### src/spo_pkg.sv
// Shared constants and types for the sampling PLL override and oscillator trim block
package spo_pkg;

   // ------------------------------------------------------------
   // Register map
   // ------------------------------------------------------------
   localparam logic [7:0] ADDR_OVERRIDE = 8'h58;
   localparam logic [7:0] ADDR_TRIM = 8'h59;
   localparam logic [7:0] ADDR_HOLD = 8'h5c;
   localparam logic [7:0] ADDR_CAL_CTRL = 8'h5d;
   localparam logic [7:0] ADDR_CAL_STATUS = 8'h5e;

   // ------------------------------------------------------------
   // Field positions
   // ------------------------------------------------------------
   localparam int OVR_SELECT_BIT = 7;
   localparam int SECOND_MODE_LSB = 4;
   localparam int FIRST_MODE_LSB = 2;
   localparam int SE_SELECT_BIT = 1;
   localparam int PLL_ENABLE_BIT = 0;
   localparam int TRIM_W = 7;
   localparam int HOLD_BIT = 0;
   localparam int CAL_SETTLE_LSB = 4;
   localparam int CAL_SETTLE_W = 3;
   localparam int CAL_ENABLE_BIT = 0;
   localparam int CAL_DONE_BIT = 0;

   // ------------------------------------------------------------
   // Reset values
   // ------------------------------------------------------------
   localparam logic [7:0] OVERRIDE_RESET = 8'h00;
   localparam logic [6:0] TRIM_RESET = 7'h00;
   localparam logic HOLD_RESET = 1'b0;
   localparam logic [7:0] CAL_CTRL_RESET = 8'h40;

   // ------------------------------------------------------------
   // Divided-reference output modes
   // ------------------------------------------------------------
   localparam logic [1:0] REFOUT_OFF = 2'h0;
   localparam logic [1:0] REFOUT_DIV1 = 2'h1;
   localparam logic [1:0] REFOUT_DIV2 = 2'h2;
   localparam logic [1:0] REFOUT_DIV4 = 2'h3;

   // ------------------------------------------------------------
   // Timing
   // ------------------------------------------------------------
   localparam int CLK_PERIOD_NS = 50;
   localparam int SETTLE_UNIT_NS = 3200;
   // Least time, so round up
   localparam int SETTLE_UNIT_CYCLES = (SETTLE_UNIT_NS + CLK_PERIOD_NS - 1) / CLK_PERIOD_NS;

   // ------------------------------------------------------------
   // Types
   // ------------------------------------------------------------
   typedef struct packed {
      logic [1:0] second_refout_mode;
      logic [1:0] first_refout_mode;
      logic single_ended_ref_select;
      logic pll_enable_value;
   } spo_pll_cfg_t;

   typedef enum logic [1:0] {
      CAL_IDLE = 2'b00,
      CAL_SETTLE = 2'b01,
      CAL_DECIDE = 2'b10
   } spo_cal_state_t;

endpackage

### src/spo_pll_override.sv
// Sampling PLL pin override, divided-reference outputs, hold bit and oscillator trim calibration
`timescale 1ns/10ps
`default_nettype none

// Behaviour
// - Override select 0 makes pins drive PLL controls; 1 makes register fields drive them.
// - Bits 5:4 set the second reference output only under override; else pins.
// - Bits 3:2 set the first reference output only under override; else pins.
// - Output mode codes: 0 off, 1 divide by 1, 2 by 2, 3 by 4.
// - Second reference output stays quiet unless the first one is producing a clock.
// - Under override, bit 1 high selects single-ended reference input, low differential.
// - Under override, bit 0 high enables the PLL, low keeps it disabled.
// - Oscillator trim is seven bits, written automatically by the calibration engine.
// - Trim value reads back after calibration and may be written back later.
// - Clearing the hold bit with calibration enabled starts trim calibration.
// - Done reads 1 after calibration finishes, or at once on hold release when calibration disabled.
// - Settle field sets the wait after every trim step to field plus one settle units.
module spo_pll_override
   import spo_pkg::*;
#(
   parameter int SETTLE_CYCLES = SETTLE_UNIT_CYCLES
)
(
   // Clock and reset
   input wire logic mclk,
   input wire logic srst,
   // Register port, parallel side of the serial interface
   input wire logic reg_write,
   input wire logic reg_read,
   input wire logic [7:0] reg_addr,
   input wire logic [7:0] reg_wdata,
   output logic [7:0] reg_rdata,
   output logic reg_rvalid,
   // Configuration pins
   input wire logic pll_enable_pin,
   input wire logic ref_type_pin,
   input wire logic clock_config_pin_a,
   input wire logic clock_config_pin_b,
   // Analog side
   input wire logic ref_clk_level,
   input wire logic osc_above_target,
   // PLL controls
   output logic pll_enable,
   output logic single_ended_ref_select,
   output logic pll_hold,
   output logic [TRIM_W-1:0] oscillator_trim,
   output logic calibration_done,
   output logic calibration_busy,
   // Divided-reference outputs
   output logic first_refout,
   output logic second_refout
);

   localparam int SETTLE_CW = $clog2(8 * SETTLE_CYCLES + 1);

   // ------------------------------------------------------------
   // Register state
   // ------------------------------------------------------------
   logic override_select;
   spo_pll_cfg_t ovr_fields;
   spo_pll_cfg_t cfg;
   logic pll_config_hold;
   logic hold_prev;
   logic [CAL_SETTLE_W-1:0] calibration_settle;
   logic calibration_enable;
   spo_cal_state_t state;
   spo_cal_state_t next_state;
   logic [2:0] bit_idx;
   logic [SETTLE_CW-1:0] settle_cnt;
   logic [TRIM_W-1:0] next_trim;
   logic [1:0] refout_q;

   // ------------------------------------------------------------
   // Address decode
   // ------------------------------------------------------------
   wire wr_override = reg_write && (reg_addr == ADDR_OVERRIDE);
   wire wr_trim = reg_write && (reg_addr == ADDR_TRIM);
   wire wr_hold = reg_write && (reg_addr == ADDR_HOLD);
   wire wr_cal_ctrl = reg_write && (reg_addr == ADDR_CAL_CTRL);
   wire hold_release = hold_prev && !pll_config_hold;
   wire cal_idle = (state == CAL_IDLE);
   wire [SETTLE_CW-1:0] settle_len =
      SETTLE_CW'((32'(calibration_settle) + 1) * SETTLE_CYCLES);

   // ------------------------------------------------------------
   // Pin or register source for PLL controls
   // ------------------------------------------------------------
   // Pin mode drives both outputs from the same two strap pins
   wire [1:0] pin_refout_mode = {clock_config_pin_b, clock_config_pin_a};
   spo_pll_cfg_t pin_cfg;
   assign pin_cfg = '{second_refout_mode: pin_refout_mode,
                      first_refout_mode: pin_refout_mode,
                      single_ended_ref_select: ref_type_pin,
                      pll_enable_value: pll_enable_pin};
   // Registered selection lands one cycle after the select bit sets
   wire spo_pll_cfg_t next_cfg = override_select ? ovr_fields : pin_cfg;

   // ------------------------------------------------------------
   // Read mux
   // ------------------------------------------------------------
   wire [7:0] rd_override = {override_select, 1'b0, ovr_fields.second_refout_mode,
                             ovr_fields.first_refout_mode, ovr_fields.single_ended_ref_select,
                             ovr_fields.pll_enable_value};
   wire [7:0] rd_cal_ctrl = {1'b0, calibration_settle, 3'h0, calibration_enable};
   wire [7:0] read_mux =
      (reg_addr == ADDR_OVERRIDE) ? rd_override :
      (reg_addr == ADDR_TRIM) ? {1'b0, oscillator_trim} :
      (reg_addr == ADDR_HOLD) ? {7'h00, pll_config_hold} :
      (reg_addr == ADDR_CAL_CTRL) ? rd_cal_ctrl :
      (reg_addr == ADDR_CAL_STATUS) ? {7'h00, calibration_done} : 8'h00;

   // ------------------------------------------------------------
   // Calibration engine: successive approximation, MSB first
   // ------------------------------------------------------------
   always_comb
   begin
      next_state = state;
      next_trim = oscillator_trim;
      if (pll_config_hold)
      begin
         next_state = CAL_IDLE;
         // A held, stopped engine is idle too, so a restored trim lands before release
         if (cal_idle && wr_trim)
            next_trim = reg_wdata[TRIM_W-1:0];
      end
      else
      begin
         case (state)
            CAL_IDLE:
            begin
               if (hold_release && calibration_enable)
               begin
                  next_state = CAL_SETTLE;
                  next_trim = 7'h40;
               end
               else if (wr_trim)
                  next_trim = reg_wdata[TRIM_W-1:0];
            end
            CAL_SETTLE:
            begin
               if (settle_cnt == SETTLE_CW'(1))
                  next_state = CAL_DECIDE;
            end
            CAL_DECIDE:
            begin
               // Trim writes are dropped here: they would corrupt the search
               if (osc_above_target)
                  next_trim[bit_idx] = 1'b0;
               if (bit_idx == 3'h0)
                  next_state = CAL_IDLE;
               else
               begin
                  next_trim[bit_idx - 3'h1] = 1'b1;
                  next_state = CAL_SETTLE;
               end
            end
            default:
               next_state = CAL_IDLE;
         endcase
      end
   end

   always_ff @(posedge mclk)
   begin
      if (srst)
      begin
         state <= CAL_IDLE;
         bit_idx <= 3'h0;
         settle_cnt <= '0;
         oscillator_trim <= TRIM_RESET;
         calibration_done <= 1'b0;
      end
      else
      begin
         state <= next_state;
         oscillator_trim <= next_trim;
         if (next_state == CAL_SETTLE && state != CAL_SETTLE)
            settle_cnt <= settle_len;
         else if (state == CAL_SETTLE)
            settle_cnt <= settle_cnt - SETTLE_CW'(1);
         if (cal_idle)
            bit_idx <= 3'h6;
         else if (state == CAL_DECIDE)
            bit_idx <= bit_idx - 3'h1;
         if (pll_config_hold)
            calibration_done <= 1'b0;
         else if (hold_release && !calibration_enable)
            calibration_done <= 1'b1;
         else if (state == CAL_DECIDE && next_state == CAL_IDLE)
            calibration_done <= 1'b1;
      end
   end

   // ------------------------------------------------------------
   // Software registers
   // ------------------------------------------------------------
   always_ff @(posedge mclk)
   begin
      if (srst)
      begin
         override_select <= OVERRIDE_RESET[OVR_SELECT_BIT];
         ovr_fields <= OVERRIDE_RESET[5:0];
         pll_config_hold <= HOLD_RESET;
         hold_prev <= HOLD_RESET;
         calibration_settle <= CAL_CTRL_RESET[CAL_SETTLE_LSB +: CAL_SETTLE_W];
         calibration_enable <= CAL_CTRL_RESET[CAL_ENABLE_BIT];
      end
      else
      begin
         hold_prev <= pll_config_hold;
         if (wr_override)
         begin
            override_select <= reg_wdata[OVR_SELECT_BIT];
            ovr_fields.second_refout_mode <= reg_wdata[SECOND_MODE_LSB +: 2];
            ovr_fields.first_refout_mode <= reg_wdata[FIRST_MODE_LSB +: 2];
            ovr_fields.single_ended_ref_select <= reg_wdata[SE_SELECT_BIT];
            ovr_fields.pll_enable_value <= reg_wdata[PLL_ENABLE_BIT];
         end
         if (wr_hold)
            pll_config_hold <= reg_wdata[HOLD_BIT];
         if (wr_cal_ctrl)
         begin
            calibration_settle <= reg_wdata[CAL_SETTLE_LSB +: CAL_SETTLE_W];
            calibration_enable <= reg_wdata[CAL_ENABLE_BIT];
         end
      end
   end

   // ------------------------------------------------------------
   // Outputs
   // ------------------------------------------------------------
   always_ff @(posedge mclk)
   begin
      if (srst)
      begin
         cfg <= '0;
         reg_rdata <= 8'h00;
         reg_rvalid <= 1'b0;
         pll_enable <= 1'b0;
         single_ended_ref_select <= 1'b0;
         pll_hold <= HOLD_RESET;
         calibration_busy <= 1'b0;
      end
      else
      begin
         cfg <= next_cfg;
         reg_rvalid <= reg_read;
         if (reg_read)
            reg_rdata <= read_mux;
         pll_enable <= cfg.pll_enable_value;
         single_ended_ref_select <= cfg.single_ended_ref_select;
         pll_hold <= pll_config_hold;
         calibration_busy <= !cal_idle;
      end
   end

   // ------------------------------------------------------------
   // Divided-reference outputs
   // ------------------------------------------------------------
   wire [1:0] refout_mode [2];
   wire [1:0] refout_allow;
   assign refout_mode[0] = cfg.first_refout_mode;
   assign refout_mode[1] = cfg.second_refout_mode;
   assign refout_allow[0] = 1'b1;
   // Gated on the first output's mode so the two stay phase-related
   assign refout_allow[1] = (cfg.first_refout_mode != REFOUT_OFF);

   generate
      for (genvar gi = 0; gi < 2; gi++)
      begin : g_refout
         spo_refout_div u_div (
            .mclk(mclk),
            .srst(srst),
            .ref_level(ref_clk_level),
            .mode(refout_mode[gi]),
            .allow(refout_allow[gi]),
            .clk_out(refout_q[gi])
         );
      end
   endgenerate

   assign first_refout = refout_q[0];
   assign second_refout = refout_q[1];

endmodule // spo_pll_override

`default_nettype wire

### src/spo_refout_div.sv
// One divided-reference clock output: off, or reference divided by 1, 2 or 4
`timescale 1ns/10ps
`default_nettype none

module spo_refout_div
   import spo_pkg::*;
(
   // Clock and reset
   input wire logic mclk,
   input wire logic srst,
   // Reference and control
   input wire logic ref_level,
   input wire logic [1:0] mode,
   input wire logic allow,
   // Output
   output logic clk_out
);

   logic ref_prev;
   logic div_cnt;
   logic next_out;
   wire ref_rise = ref_level & ~ref_prev;
   wire active = allow && (mode != REFOUT_OFF);

   // ------------------------------------------------------------
   // Divider
   // ------------------------------------------------------------
   always_comb
   begin
      next_out = clk_out;
      if (!active)
         next_out = 1'b0;
      else if (mode == REFOUT_DIV1)
         next_out = ref_level;
      else if (ref_rise && (mode == REFOUT_DIV2 || div_cnt))
         next_out = ~clk_out;
   end

   always_ff @(posedge mclk)
   begin
      if (srst)
      begin
         ref_prev <= 1'b0;
         div_cnt <= 1'b0;
         clk_out <= 1'b0;
      end
      else
      begin
         ref_prev <= ref_level;
         div_cnt <= active && (mode == REFOUT_DIV4) ? div_cnt ^ ref_rise : 1'b0;
         clk_out <= next_out;
      end
   end

endmodule // spo_refout_div

`default_nettype wire

### config.mk
export PLATFORM = sky130hd
export DESIGN_NAME = spo_pll_override
export DESIGN_NICKNAME = d
export VERILOG_FILES = /design/src/spo_pkg.sv /design/src/spo_pll_override.sv /design/src/spo_refout_div.sv
export SDC_FILE = /design/constraint.sdc
export NUM_CORES = 1
export LEC_CHECK = 0
export ABC_AREA = 1
export BUFFER_PORTS_ARGS = -buffer_cell sky130_fd_sc_hd__buf_4
export CAP_MARGIN = 10
export CORE_MARGIN = 10
export CORE_UTILIZATION = 51
export CTS_BUF_LIST = sky130_fd_sc_hd__clkbuf_16
export CTS_CLUSTER_DIAMETER = 80
export CTS_CLUSTER_SIZE = 8
export DETAILED_ROUTE_END_ITERATION = 6
export PLACE_DENSITY_LB_ADDON = 0.25
export SYNTH_ARGS = -nofsm -noshare
export SYNTH_HDL_FRONTEND = slang
export SYNTH_HIERARCHICAL = 1
export SYNTH_SLANG_ARGS = --single-unit
### constraint.sdc
create_clock -name mclk -period 1.3 [get_ports mclk]
set_input_delay 0.13 -clock mclk [delete_from_list [all_inputs] [get_ports mclk]]
set_output_delay 0.13 -clock mclk [all_outputs]
set_load 0.1 [all_outputs]
==> flow_metrics.tcl <==
set metrics [dict create \
    startpoint "bit_idx[0]" \
    ir_drop_uv 837 \
    startpoint_type "register" \
    avgViaCountPerCell 5.13 \
    drtPass1Iterations 4 \
    timing.final.ws_setup_ns -0.0649 \
    synth_area_um2 3110 \
    drv_cap 0 \
    setup_viol 7 \
    end_kind "register" \
    fin_setup_tns_ns -0.167 \
    finalCriticalPeriod_ns 1.36 \
    clk_latency_ns 0.32 \
    grt_max_degree 30 \
    synth_cell_type_count 42 \
    portBuffers 48 \
    fin_crit_sh 1.05 \
    cts_tree "done" \
    io_pins 49 \
    required_ns 1.51 \
    core_um2 5920 \
    synth_warnings 6 \
    r2r_start "bit_idx[0]" \
    p_leak_nw 1.80 \
    cts-buffers-inserted 9 \
    rows 28 \
    status "complete, but fails checks" \
    postRouteWirelength_mm 8.00 \
    dpl_cell_area_um2 3700 \
    syn_inst 431 \
    avgSynthCellArea_um2 7.22 \
    critPathMaxFanout 8 \
    synthToLayoutAreaGrowth_pct 30.9 \
    dieArea_um2 9620 \
    max_freq_ghz 0.733 \
    ys_ff_latch 60 \
    holdWs_ns 0.0462 \
    fin_util 0.688 \
    yosysSeqAreaShare 0.386 \
    fin_nets 537 \
    n_fill_cell 509 \
    skew_ns 0.00547 \
    failed_checks "negative setup slack" \
    clock_path_buffers 2 \
    ant_nets 0 \
    final_cell_mix "nand2_1 (83), buf_4 (75), nor2_1 (57)" \
    hold_violations 0 \
    start_util 0.525 \
    cts_max_level 3 \
    drv_slew 0 \
    syn_nets 462 \
    drc 0 \
    dpl.hpwl_mm 6.04 \
    wl_per_cell_um 13.7 \
    grt_pass1_wl_mm 13.5 \
    grt_usage 0.165 \
    final_area_um2 4070 \
    grt_pass1_vias 2998 \
    final_layout_size_suffix_gt1_frac 0.312 \
    cts_root_buffer "clkbuf_16" \
    vias 3003 \
    die_w_um 98.1 \
    drt_iter0_markers 139 \
    grt_setup_unrepaired "true" \
    path_class "register to register" \
    cts_hold_buf 0 \
    hold_path_class "primary input to register" \
    fp.dieH_um 98.1 \
    layout_commonest_cell "nand2_1" \
    antenna_cells 0 \
    p_per_area_nw_per_um2 1110 \
    gr-total-overflow 0 \
    cts.reportedPaths.clkPinSlew_ns 0.05 \
    critPathArrivalTime_ns 1.58 \
    clock_sinks 60 \
    gp_congestion 0.943 \
    hp-start "reg_wdata[6]" \
    antenna_found_initial 0 \
]
## kinds of logic after synthesis
logic type,after synthesis,share of synthesized area
DFF,60,0.386
other,1,0.00121
AOI/OAI and AO/OA,85,0.153
adders and majority gates,5,0.0201
xor gates and xnor gates,10,0.0282
buffers and inverters,62,0.0873
and+or+nand+nor,208,0.324
## layer usage
layer  share of wire  track usage  vias up
li1                -            -     1554
met2            0.48        0.280       73
met5               0            0        -
met4           0.021       0.0582        0
met3           0.049       0.0458       19
met1            0.45        0.193     1357
## area by class of cell
class | count | area (µm²) | area share
Tap cell | 75 | 93.8 | 0.0230
Clock inverter | 6 | 48.8 | 0.0120
Clock buffer | 9 | 225 | 0.0553
Multi-Input combinational cell | 309 | 1720 | 0.422
Timing Repair Buffer | 75 | 563 | 0.138
Inverter | 51 | 200 | 0.0492
Sequential cell | 60 | 1220 | 0.301
## through the flow
| stage | total power [mW] | std cells | setup WS, ns |
|---|---|---|---|
| after global placement | 2.31 | 568 | -0.0930 |
| after CTS | 4.52 | 585 | -0.0811 |
| after global routing | 4.66 | 585 | -0.140 |
| final | 4.52 | 585 | -0.0649 |
| after detailed placement | 2.32 | 568 | -0.114 |
| after floorplan | 2.18 | 431 | -0.00274 |
## sequential cells by signal, indices dropped and copies added (netlist names), 2 cells and up
signal and flops:
ovr_fields 6, g_refout.u_div/clk_out 2, bit_idx 3, g_refout.u_div/ref_prev 2
settle_cnt 10, reg_rdata 8, oscillator_trim 7, calibration_settle 3
cfg 6, g_refout.u_div/div_cnt 2, state 2
## worst paths after layout
check	endpoint	slack, ns	cells past startpoint
max	settle_cnt[7]	-0.06	10
min reg2reg	single_ended_ref_select	0.40	2
min	calibration_settle[2]	0.05	3
max reg2reg	settle_cnt[7]	-0.06	10
## report_power, final
part	total (mW)	internal, mW	switching, mW
Sequential	1.89	1.87	0.0233
Clock	2.21	1.44	0.775
Combinational	0.412	0.150	0.261
## synth_stat cells, drive strengths merged
cell type / count / area share
a221oi: 2 / 0.0056
nand3: 26 / 0.051
o22ai: 3 / 0.0060
nor3: 4 / 0.010
xnor2: 4 / 0.011
a31o: 1 / 0.0028
dfxtp: 60 / 0.39
nand3b: 1 / 0.0064
a31oi: 5 / 0.010
nor2: 70 / 0.098
o21bai: 2 / 0.0048
xor2: 6 / 0.017
nor4: 3 / 0.0060
o21a: 3 / 0.0072
and2: 1 / 0.0020
or2: 2 / 0.0040
conb: 1 / 0.0012
nand4: 4 / 0.0080
clkinv: 1 / 0.0016
o211ai: 1 / 0.0024
inv: 50 / 0.061
and3: 1 / 0.0020
a21oi: 36 / 0.062
nand2: 96 / 0.14
buf: 8 / 0.021
ha: 5 / 0.020
clkbuf: 3 / 0.0036
o21ai: 32 / 0.053
## repair_timing
item,CTS,global route
cloned,0,0
setup endpoints to repair,18,19
pin swaps,7,6
gates resized for setup,15,14
setup buffers,2,0
## worst max-delay path, stage by stage (launching register included)
cell and delay (ns):
dfxtp_2 0.33, inv_4 0.08, ha_4 0.13, inv_2 0.04, nor2_4 0.12, nand2_2 0.09
nand3b_4 0.09, nand2_4 0.07, nand2_8 0.09, and3_4 0.18, nor2_1 0.03
(Power assumes the default switching activity.)
